===== src/logic/efi_pkg.sv =====
// register map, field layout and ecc constants of the ecc fault injection block
package efi_pkg;
    localparam int ADDR_W = 8;
    localparam logic [7:0] OFF_CFG_LOW   = 8'h00;
    localparam logic [7:0] OFF_CFG_HIGH  = 8'h04;
    localparam logic [7:0] OFF_ADDR_LOW  = 8'h08;
    localparam logic [7:0] OFF_ADDR_HIGH = 8'h0c;
    localparam logic [7:0] OFF_STAT_LOW  = 8'h10;
    localparam logic [7:0] OFF_STAT_HIGH = 8'h14;
    localparam logic [7:0] OFF_IRQ_STAT  = 8'h18;
    localparam logic [7:0] OFF_IRQ_MASK  = 8'h1c;
    localparam int ENABLE_BIT   = 0;
    localparam int PTR_A_LSB    = 0;
    localparam int PTR_B_LSB    = 8;
    localparam int PTR_W        = 8;
    localparam int CALC_LSB     = 8;
    localparam int STORED_LSB   = 0;
    localparam int DED_FLAG_BIT = 9;
    localparam int DED_PAR_BIT  = 8;
    localparam int SYND_LSB     = 0;
    localparam int DATA_W       = 128;
    localparam int SEC_W        = 8;
    localparam int CW_W         = 137;
    localparam int DED_POS      = 136;
    localparam logic [7:0] PTR_LIMIT = 8'h89;
    localparam int IRQ_MATCH_BIT  = 0;
    localparam int IRQ_SINGLE_BIT = 1;
    localparam int IRQ_DOUBLE_BIT = 2;
    localparam int IRQ_W          = 3;
    localparam logic [15:0] REG_RESET = 16'h0000;
endpackage


===== src/logic/efi_bit_flip.sv =====
// inverts up to two pointed bits of a codeword
`timescale 1ns/10ps
`default_nettype none
module efi_bit_flip
(
    input  wire logic [efi_pkg::CW_W-1:0]  cw_in,
    input  wire logic                      flip_en,
    input  wire logic [efi_pkg::PTR_W-1:0] ptr_a,
    input  wire logic [efi_pkg::PTR_W-1:0] ptr_b,
    output logic      [efi_pkg::CW_W-1:0]  cw_out
);
    function automatic logic [efi_pkg::CW_W-1:0] flip_mask(input logic [7:0] ptr);
        logic [efi_pkg::CW_W-1:0] m;
        m = '0;
        if (ptr < efi_pkg::PTR_LIMIT)
            m[ptr] = 1'b1;
        return m;
    endfunction

    always_comb
    begin
        cw_out = cw_in;
        if (flip_en)
            cw_out = cw_in ^ flip_mask(ptr_a) ^ flip_mask(ptr_b);
    end
endmodule
`default_nettype wire


===== src/logic/efi_secded.sv =====
// hamming sec parity, syndrome and double error decision for the codeword
`timescale 1ns/10ps
`default_nettype none
module efi_secded
(
    input  wire logic [efi_pkg::CW_W-1:0]  cw,
    output logic      [efi_pkg::SEC_W-1:0] calc_par,
    output logic      [efi_pkg::SEC_W-1:0] syndrome,
    output logic                           single_err,
    output logic                           double_err
);
    // data bit i is covered by parity j when bit j of (i+1) is set
    function automatic logic [7:0] sec_tree(input logic [efi_pkg::DATA_W-1:0] d);
        logic [7:0] p;
        logic [8:0] idx;
        p = '0;
        for (int i = 0; i < efi_pkg::DATA_W; i++)
        begin
            idx = 9'(i + 1);
            for (int j = 0; j < 8; j++)
                if (idx[j])
                    p[j] = p[j] ^ d[i];
        end
        return p;
    endfunction

    logic overall;

    always_comb
    begin
        calc_par   = sec_tree(cw[efi_pkg::DATA_W-1:0]);
        syndrome   = calc_par ^ cw[efi_pkg::DATA_W +: efi_pkg::SEC_W];
        overall    = ^cw;
        single_err = (syndrome != 8'h00) && overall;
        double_err = (syndrome != 8'h00) && !overall;
    end
endmodule
`default_nettype wire


===== src/logic/efi_top.sv =====
// apb register block for ecc fault injection and latched correction status
`timescale 1ns/10ps
`default_nettype none
module efi_top
(
    input  wire logic                      sys_clk,
    input  wire logic                      reset,
    input  wire logic                      psel,
    input  wire logic                      penable,
    input  wire logic                      pwrite,
    input  wire logic [efi_pkg::ADDR_W-1:0] paddr,
    input  wire logic [31:0]               pwdata,
    input  wire logic [3:0]                pstrb,
    output logic      [31:0]               prdata,
    output logic                           pready,
    output logic                           pslverr,
    input  wire logic                      mem_rd_valid,
    input  wire logic [31:0]               mem_rd_addr,
    input  wire logic [efi_pkg::CW_W-1:0]  mem_rd_codeword,
    output logic      [efi_pkg::CW_W-1:0]  mem_rd_checked,
    output logic                           mem_single_err,
    output logic                           mem_double_err,
    output logic                           irq
);
    // configuration written by software
    logic        enable_r,   enable_nxt;
    logic [7:0]  ptr_a_r,    ptr_a_nxt;
    logic [7:0]  ptr_b_r,    ptr_b_nxt;
    logic [15:0] addr_lo_r,  addr_lo_nxt;
    logic [15:0] addr_hi_r,  addr_hi_nxt;

    // status latched from memory reads, and the interrupt mask written by software
    logic [7:0]  calc_r,     calc_nxt;
    logic [7:0]  stored_r,   stored_nxt;
    logic        ded_flag_r, ded_flag_nxt;
    logic        ded_par_r,  ded_par_nxt;
    logic [7:0]  synd_r,     synd_nxt;
    logic [efi_pkg::IRQ_W-1:0] ist_r, ist_nxt;
    logic [efi_pkg::IRQ_W-1:0] imask_r, imask_nxt;

    // bus answer and memory side outputs
    logic [31:0] prdata_r,   prdata_nxt;
    logic        pready_r,   pready_nxt;
    logic        pslverr_r,  pslverr_nxt;
    logic        irq_r,      irq_nxt;
    logic [efi_pkg::CW_W-1:0] checked_r, checked_nxt;
    logic        serr_r,     serr_nxt;
    logic        derr_r,     derr_nxt;

    logic                     match;
    logic [efi_pkg::CW_W-1:0] cw_flipped;
    logic [7:0]               calc_par;
    logic [7:0]               syndrome;
    logic                     single_err;
    logic                     double_err;
    logic                     setup;
    logic                     wr_en;
    logic                     mapped;
    logic [efi_pkg::IRQ_W-1:0] events;

    function automatic logic [15:0] merge16(input logic [15:0] old,
                                            input logic [31:0] wd,
                                            input logic [3:0]  st);
        logic [15:0] v;
        v = old;
        if (st[0])
            v[7:0] = wd[7:0];
        if (st[1])
            v[15:8] = wd[15:8];
        return v;
    endfunction

    function automatic logic is_mapped(input logic [efi_pkg::ADDR_W-1:0] a);
        return a == efi_pkg::OFF_CFG_LOW  || a == efi_pkg::OFF_CFG_HIGH
            || a == efi_pkg::OFF_ADDR_LOW || a == efi_pkg::OFF_ADDR_HIGH
            || a == efi_pkg::OFF_STAT_LOW || a == efi_pkg::OFF_STAT_HIGH
            || a == efi_pkg::OFF_IRQ_STAT || a == efi_pkg::OFF_IRQ_MASK;
    endfunction

    // injection only on an enabled read at the compare address
    assign match = mem_rd_valid && (mem_rd_addr == {addr_hi_r, addr_lo_r});

    efi_bit_flip u_flip
    (
        .cw_in   (mem_rd_codeword),
        .flip_en (match && enable_r),
        .ptr_a   (ptr_a_r),
        .ptr_b   (ptr_b_r),
        .cw_out  (cw_flipped)
    );

    // checking sees the codeword after injection, so status shows the fault
    efi_secded u_secded
    (
        .cw         (cw_flipped),
        .calc_par   (calc_par),
        .syndrome   (syndrome),
        .single_err (single_err),
        .double_err (double_err)
    );

    // error pulses count only while a read is presented
    function automatic logic read_flag(input logic valid,
                                       input logic err);
        return valid && err;
    endfunction

    always_comb
    begin
        setup  = psel && !penable;
        wr_en  = psel && penable && pready_r && pwrite;
        mapped = is_mapped(paddr);
        events = '0;
        events[efi_pkg::IRQ_MATCH_BIT]  = match;
        events[efi_pkg::IRQ_SINGLE_BIT] = read_flag(mem_rd_valid, single_err);
        events[efi_pkg::IRQ_DOUBLE_BIT] = read_flag(mem_rd_valid, double_err);
    end

    // next state of configuration and status
    always_comb
    begin
        enable_nxt   = enable_r;
        ptr_a_nxt    = ptr_a_r;
        ptr_b_nxt    = ptr_b_r;
        addr_lo_nxt  = addr_lo_r;
        addr_hi_nxt  = addr_hi_r;
        calc_nxt     = calc_r;
        stored_nxt   = stored_r;
        ded_flag_nxt = ded_flag_r;
        ded_par_nxt  = ded_par_r;
        synd_nxt     = synd_r;
        imask_nxt    = imask_r;
        ist_nxt      = ist_r;
        // software writes; a read in the same cycle overrides status
        if (wr_en)
        begin
            case (paddr)
                efi_pkg::OFF_CFG_LOW:
                    if (pstrb[0])
                        enable_nxt = pwdata[efi_pkg::ENABLE_BIT];
                efi_pkg::OFF_CFG_HIGH:
                begin
                    if (pstrb[0])
                        ptr_a_nxt = pwdata[efi_pkg::PTR_A_LSB +: 8];
                    if (pstrb[1])
                        ptr_b_nxt = pwdata[efi_pkg::PTR_B_LSB +: 8];
                end
                efi_pkg::OFF_ADDR_LOW:
                    addr_lo_nxt = merge16(addr_lo_r, pwdata, pstrb);
                efi_pkg::OFF_ADDR_HIGH:
                    addr_hi_nxt = merge16(addr_hi_r, pwdata, pstrb);
                efi_pkg::OFF_STAT_LOW:
                begin
                    if (pstrb[0])
                        stored_nxt = pwdata[efi_pkg::STORED_LSB +: 8];
                    if (pstrb[1])
                        calc_nxt = pwdata[efi_pkg::CALC_LSB +: 8];
                end
                efi_pkg::OFF_STAT_HIGH:
                begin
                    if (pstrb[0])
                        synd_nxt = pwdata[efi_pkg::SYND_LSB +: 8];
                    if (pstrb[1])
                    begin
                        ded_par_nxt  = pwdata[efi_pkg::DED_PAR_BIT];
                        ded_flag_nxt = pwdata[efi_pkg::DED_FLAG_BIT];
                    end
                end
                efi_pkg::OFF_IRQ_STAT:
                    if (pstrb[0])
                        ist_nxt = ist_r & ~pwdata[efi_pkg::IRQ_W-1:0];
                efi_pkg::OFF_IRQ_MASK:
                    if (pstrb[0])
                        imask_nxt = pwdata[efi_pkg::IRQ_W-1:0];
                default:
                    ;
            endcase
        end
        // computed parity follows every read, the rest only a match
        if (mem_rd_valid)
            calc_nxt = calc_par;
        if (match)
        begin
            stored_nxt   = cw_flipped[efi_pkg::DATA_W +: efi_pkg::SEC_W];
            ded_flag_nxt = double_err;
            ded_par_nxt  = cw_flipped[efi_pkg::DED_POS];
            synd_nxt     = syndrome;
        end
        // a new event wins over a clear in the same cycle
        ist_nxt = ist_nxt | events;
        irq_nxt = |(ist_nxt & imask_nxt);
    end

    // zero wait states: a setup cycle is answered at the next edge
    always_comb
    begin
        prdata_nxt  = prdata_r;
        pready_nxt  = 1'b0;
        pslverr_nxt = 1'b0;
        if (setup)
        begin
            pready_nxt  = 1'b1;
            pslverr_nxt = !mapped;
            prdata_nxt  = 32'h0000_0000;
            if (!pwrite)
            begin
                case (paddr)
                    efi_pkg::OFF_CFG_LOW:
                        prdata_nxt[efi_pkg::ENABLE_BIT] = enable_r;
                    efi_pkg::OFF_CFG_HIGH:
                        prdata_nxt[15:0] = {ptr_b_r, ptr_a_r};
                    efi_pkg::OFF_ADDR_LOW:
                        prdata_nxt[15:0] = addr_lo_r;
                    efi_pkg::OFF_ADDR_HIGH:
                        prdata_nxt[15:0] = addr_hi_r;
                    efi_pkg::OFF_STAT_LOW:
                        prdata_nxt[15:0] = {calc_r, stored_r};
                    efi_pkg::OFF_STAT_HIGH:
                        prdata_nxt[9:0] = {ded_flag_r, ded_par_r, synd_r};
                    efi_pkg::OFF_IRQ_STAT:
                        prdata_nxt[efi_pkg::IRQ_W-1:0] = ist_r;
                    efi_pkg::OFF_IRQ_MASK:
                        prdata_nxt[efi_pkg::IRQ_W-1:0] = imask_r;
                    default:
                        prdata_nxt = 32'h0000_0000;
                endcase
            end
        end
        checked_nxt = cw_flipped;
        serr_nxt    = read_flag(mem_rd_valid, single_err);
        derr_nxt    = read_flag(mem_rd_valid, double_err);
    end

    // all state clears together on reset
    always_ff @(posedge sys_clk or posedge reset)
    begin
        if (reset)
        begin
            enable_r   <= 1'b0;
            ptr_a_r    <= 8'h00;
            ptr_b_r    <= 8'h00;
            addr_lo_r  <= efi_pkg::REG_RESET;
            addr_hi_r  <= efi_pkg::REG_RESET;
            calc_r     <= 8'h00;
            stored_r   <= 8'h00;
            ded_flag_r <= 1'b0;
            ded_par_r  <= 1'b0;
            synd_r     <= 8'h00;
            ist_r      <= '0;
            imask_r    <= '0;
            prdata_r   <= 32'h0000_0000;
            pready_r   <= 1'b0;
            pslverr_r  <= 1'b0;
            irq_r      <= 1'b0;
            checked_r  <= '0;
            serr_r     <= 1'b0;
            derr_r     <= 1'b0;
        end
        else
        begin
            enable_r   <= enable_nxt;
            ptr_a_r    <= ptr_a_nxt;
            ptr_b_r    <= ptr_b_nxt;
            addr_lo_r  <= addr_lo_nxt;
            addr_hi_r  <= addr_hi_nxt;
            calc_r     <= calc_nxt;
            stored_r   <= stored_nxt;
            ded_flag_r <= ded_flag_nxt;
            ded_par_r  <= ded_par_nxt;
            synd_r     <= synd_nxt;
            ist_r      <= ist_nxt;
            imask_r    <= imask_nxt;
            prdata_r   <= prdata_nxt;
            pready_r   <= pready_nxt;
            pslverr_r  <= pslverr_nxt;
            irq_r      <= irq_nxt;
            checked_r  <= checked_nxt;
            serr_r     <= serr_nxt;
            derr_r     <= derr_nxt;
        end
    end

    // every output is a plain register
    assign prdata         = prdata_r;
    assign pready         = pready_r;
    assign pslverr        = pslverr_r;
    assign irq            = irq_r;
    assign mem_rd_checked = checked_r;
    assign mem_single_err = serr_r;
    assign mem_double_err = derr_r;
endmodule
`default_nettype wire


===== config.mk =====
export PLATFORM = sky130hd
export DESIGN_NAME = efi_top
export DESIGN_NICKNAME = d
export VERILOG_FILES = /design/src/logic/efi_pkg.sv /design/src/logic/efi_bit_flip.sv /design/src/logic/efi_secded.sv /design/src/logic/efi_top.sv
export SDC_FILE = /design/constraint.sdc
export NUM_CORES = 1
export LEC_CHECK = 0
export BUFFER_PORTS_ARGS = -buffer_cell sky130_fd_sc_hd__buf_2
export CAP_MARGIN = 25
export CORE_MARGIN = 8
export CORE_UTILIZATION = 50
export CTS_BUF_LIST = sky130_fd_sc_hd__clkbuf_8
export DETAILED_ROUTE_END_ITERATION = 10
export GPL_TIMING_DRIVEN = 0
export PLACE_DENSITY_LB_ADDON = 0.15
export REMOVE_ABC_BUFFERS = 1
export SKIP_CTS_REPAIR_TIMING = 1
export SYNTH_ARGS = -nofsm -noshare
export SYNTH_HDL_FRONTEND = slang
export SYNTH_SLANG_ARGS = --single-unit

===== constraint.sdc =====
create_clock -name sys_clk -period 10 [get_ports sys_clk]
set_clock_uncertainty 0.05 [all_clocks]
set_input_delay 1.5 -clock sys_clk [delete_from_list [all_inputs] [get_ports sys_clk]]
set_output_delay 1.5 -clock sys_clk [all_outputs]
set_load 0.005 [all_outputs]

==> results.md <==
- Worst R2R Path Depth: 13
- Footprint of the multi-input gates: 0.0139 mm^2
- Main combinational cell family by area after synthesis: XOR/XNOR gates
- Hold Vio Cnt, Final: 0
- Most common flop cell mapped by yosys: dfrtp_1
- DRC viols: 0
- CP Capture Type: register
- Sequential share of the synthesized area: 29.5%
- Setup crit end: irq$_DFF_PP0_
- WP data required: 10.42 ns
- Overall routed net length: 85,100 um
- Share of power burned in registers: 28.1%
- Crit. Startpoint: ptr_b_r[6]$_DFFE_PP0P_
- Ys async rst share: 100%
- Antenna Nets Post-Route: 0
- Sw frac: 37.0%
- Post-synth top area share: 29.5%
- Final worst slack: 3.14 ns
- R2r setup slk: 3.14 ns
- Adder-Cell Fraction of Synth Area: 0%
- Rows: 73
- Yosys cell types: 67
- Worst-Margin Slew: 1.17 ns
- First-pass GRT wire length: 122,000 um
- Mux contribution to synthesized area: 5.13%
- Die W: 217 um
- RR Endpoint: irq$_DFF_PP0_
- Initial antenna violation count: 2
- Arrival @ worst endpoint: 7.28 ns
- Cells after Synth: 2,111
- IO Count: 393
- Crit-path max FO: 22
- Outcome: finished clean
- # setup viols final: 0
- Pin count of the biggest net entering global routing: 129
- Max Slew Vio Count: 0
- Die area: 0.0473 mm^2
- Layout Nets: 2,647
- Worst R2R Start: ptr_b_r[6]$_DFFE_PP0P_
- Int Pwr: 2.33 mW
- NetSw: 1.37 mW
- Placed cells: 2,908
- Minimum clock period: 6.86 ns
- Maximum VDD drop: 0.251 mV
- Clock sinks: 239
- Post-Synth XOR/XNOR Area: 39.3%
- Core area: 0.0399 mm^2
- Top cell by count, worst path: xnor3_1
- Setup TNS: 0 ns
- WL/cell: 28.5 um
- Period utilization: 68.6%
- LEAKAGE: 10.4 nW
- Rel. slew slack: 22.0%
- DP HPWL: 68,400 um
- Crit-path slowest cell: dfrtp_1
- Vias per inst: 5.85
- RSZ-0062 raised after global routing: no
- Number of synthesized flops with an enable pin: 0
- Mapped cell area: 0.0203 mm^2
- Clock transition at path regs: 0.06 ns
- Commonest non-fill, non-tap cell in the layout: xnor2_1
- Clk_lat worst skew: 0.61 ns
- Worst-path cell chain: nand4bb_1 -> nor3_1 -> xnor3_1 -> xnor2_2 -> xnor3_1 -> mux2i_1 -> xor2_1 -> xor2_1 -> xnor2_1 -> xnor3_1 -> or4_1 -> o31ai_1 -> o21ai_1
- Pre-antenna DRT Iters: 5
- H-tree depth: 2
- Average size of a mapped cell: 9.61 um^2
- Storage cell area: 0.00598 mm^2
- Total vias in the final route: 17,500
- Worst path max stage delay: 1.05 ns
- Die height: 217 um
- Placer Congestion: 0.993
- Worst hold path type: reg2reg
- Finished Core Util: 60.2%
- Starting DRC count in detailed routing: 2,183
- Root buf cell: clkbuf_8
- Number of buffers created by CTS: 40
- Worst setup SP type: register
- Total global routing overflow: 0
- Commonest cells after routing, fill and taps aside: xnor2_1, nand2_1, buf_2
- Place WS: 2.86 ns
- Maximum clock path buffer count: 3
- Fmax: 146 MHz
- Logic pwr share: 46.5%
- Area share of and/or/nand/nor cells after synthesis: 15.8%
- Synth Warn #: 0
- Flops & latches, synth: 239
- Post-Layout Cell Count: 2,983
- Clock share of power: 25.3%
- Post-synthesis compound-gate area fraction: 6.37%
- Share of layout cells above drive strength 1: 23.8%
- Largest area contributor in the netlist: dfrtp_1
- Area Overhead vs Synth: 18.5%
- Number of global-route vias before repair: 17,500
- Crit path kind: reg2reg
- Max-cap violations: 0
- Power per cell area: 154 mW/mm^2
- Initial Util: 50.8%
- CTS tree: yes
- Filler cells: 3,435
- Overall global routing resource usage: 35.1%
- IO buf count: 358
- Ranking of synthesized cells by area: dfrtp_1, xnor2_1, xnor3_1
## routing by layer
| metal | global-route usage (%) | part of all wire, % | routed length, um |
|---|---|---|---|
| met1 | 47.8 | 41 | 35000 |
| met2 | 53.4 | 44 | 37500 |
| met3 | 8.85 | 11 | 9150 |
| met4 | 13.2 | 4.0 | 3420 |
| met5 | 0 | 0.015 | 13 |
## cells by family after synthesis
kind of cell	Yosys count
buf+inv	174
mux	95
xor+xnor	733
simple gates	662
other cells	1
compound gates	207
flops	239
## area by class of cell
class,count,area share (%)
diodes,1,0.0104
clock buffers,51,2.92
clock inverters,20,0.661
inverters,21,0.359
multi-input cells,1713,57.8
flip-flops and latches,239,24.9
well taps,525,2.73
repair buffers,413,10.6
## worst min-delay path by stage
stage                                  endpoint             startpoint  depth (start not counted)  slack, ns
after floorplan              ist_r[2]$_DFF_PP0_     ist_r[2]$_DFF_PP0_                          2       0.41
after global placement    prdata[2]$_DFFE_PP0P_  prdata[2]$_DFFE_PP0P_                          1       0.41
after detailed placement  prdata[2]$_DFFE_PP0P_  prdata[2]$_DFFE_PP0P_                          1       0.41
after CTS                 prdata[2]$_DFFE_PP0P_  prdata[2]$_DFFE_PP0P_                          1       0.43
after global routing      prdata[2]$_DFFE_PP0P_  prdata[2]$_DFFE_PP0P_                          1       0.45
final                     prdata[2]$_DFFE_PP0P_  prdata[2]$_DFFE_PP0P_                          1       0.43
## cell usage after synthesis (20+ instances only)
master      n
dfrtp_1   239
nor3_1     24
nand2_1   369
mux2_2     52
xnor2_1   432
inv_1      21
a21oi_1    20
clkbuf_1   78
nor2_1    121
buf_2      42
xnor3_1   104
o21ai_0   107
xor2_1    187
mux2i_1    41
## critical path: cells and delay by family (launching register included)
kind,cells,cell delay [ns]
multiplexers,1,0.17
XOR/XNOR,7,2.96
flip-flops,1,1.05
AND/OR/NAND/NOR,3,1.84
AO/OA/AOI/OAI,2,0.63
## per-stage QoR
stage               cell area [um^2]  power, mW  hold slack, ns
floorplan                      19600       2.19           0.412
global placement               22100       2.70           0.412
detailed placement             23100       2.73           0.415
CTS                            24000       3.68           0.430
global route                   24000       3.83           0.449
finish                         24000       3.69           0.431
## power by group through the flow
stage	logic [mW]	registers (mW)	clock network, mW
finish	1.72	1.04	0.936
global route	1.79	1.04	0.994
CTS	1.69	1.04	0.955
detailed placement	1.68	1.05	0
global placement	1.65	1.05	0
floorplan	1.14	1.06	0
## state kept, by name (all words and copies together), names as in the netlist, 3 cells and up
register        cells
addr_hi_r          16
addr_lo_r          16
calc_r              8
imask_r             3
ist_r               3
mem_rd_checked    137
prdata             16
ptr_a_r             8
ptr_b_r             8
stored_r            8
synd_r              8
No activity file was read; power rests on OpenSTA's default activity.
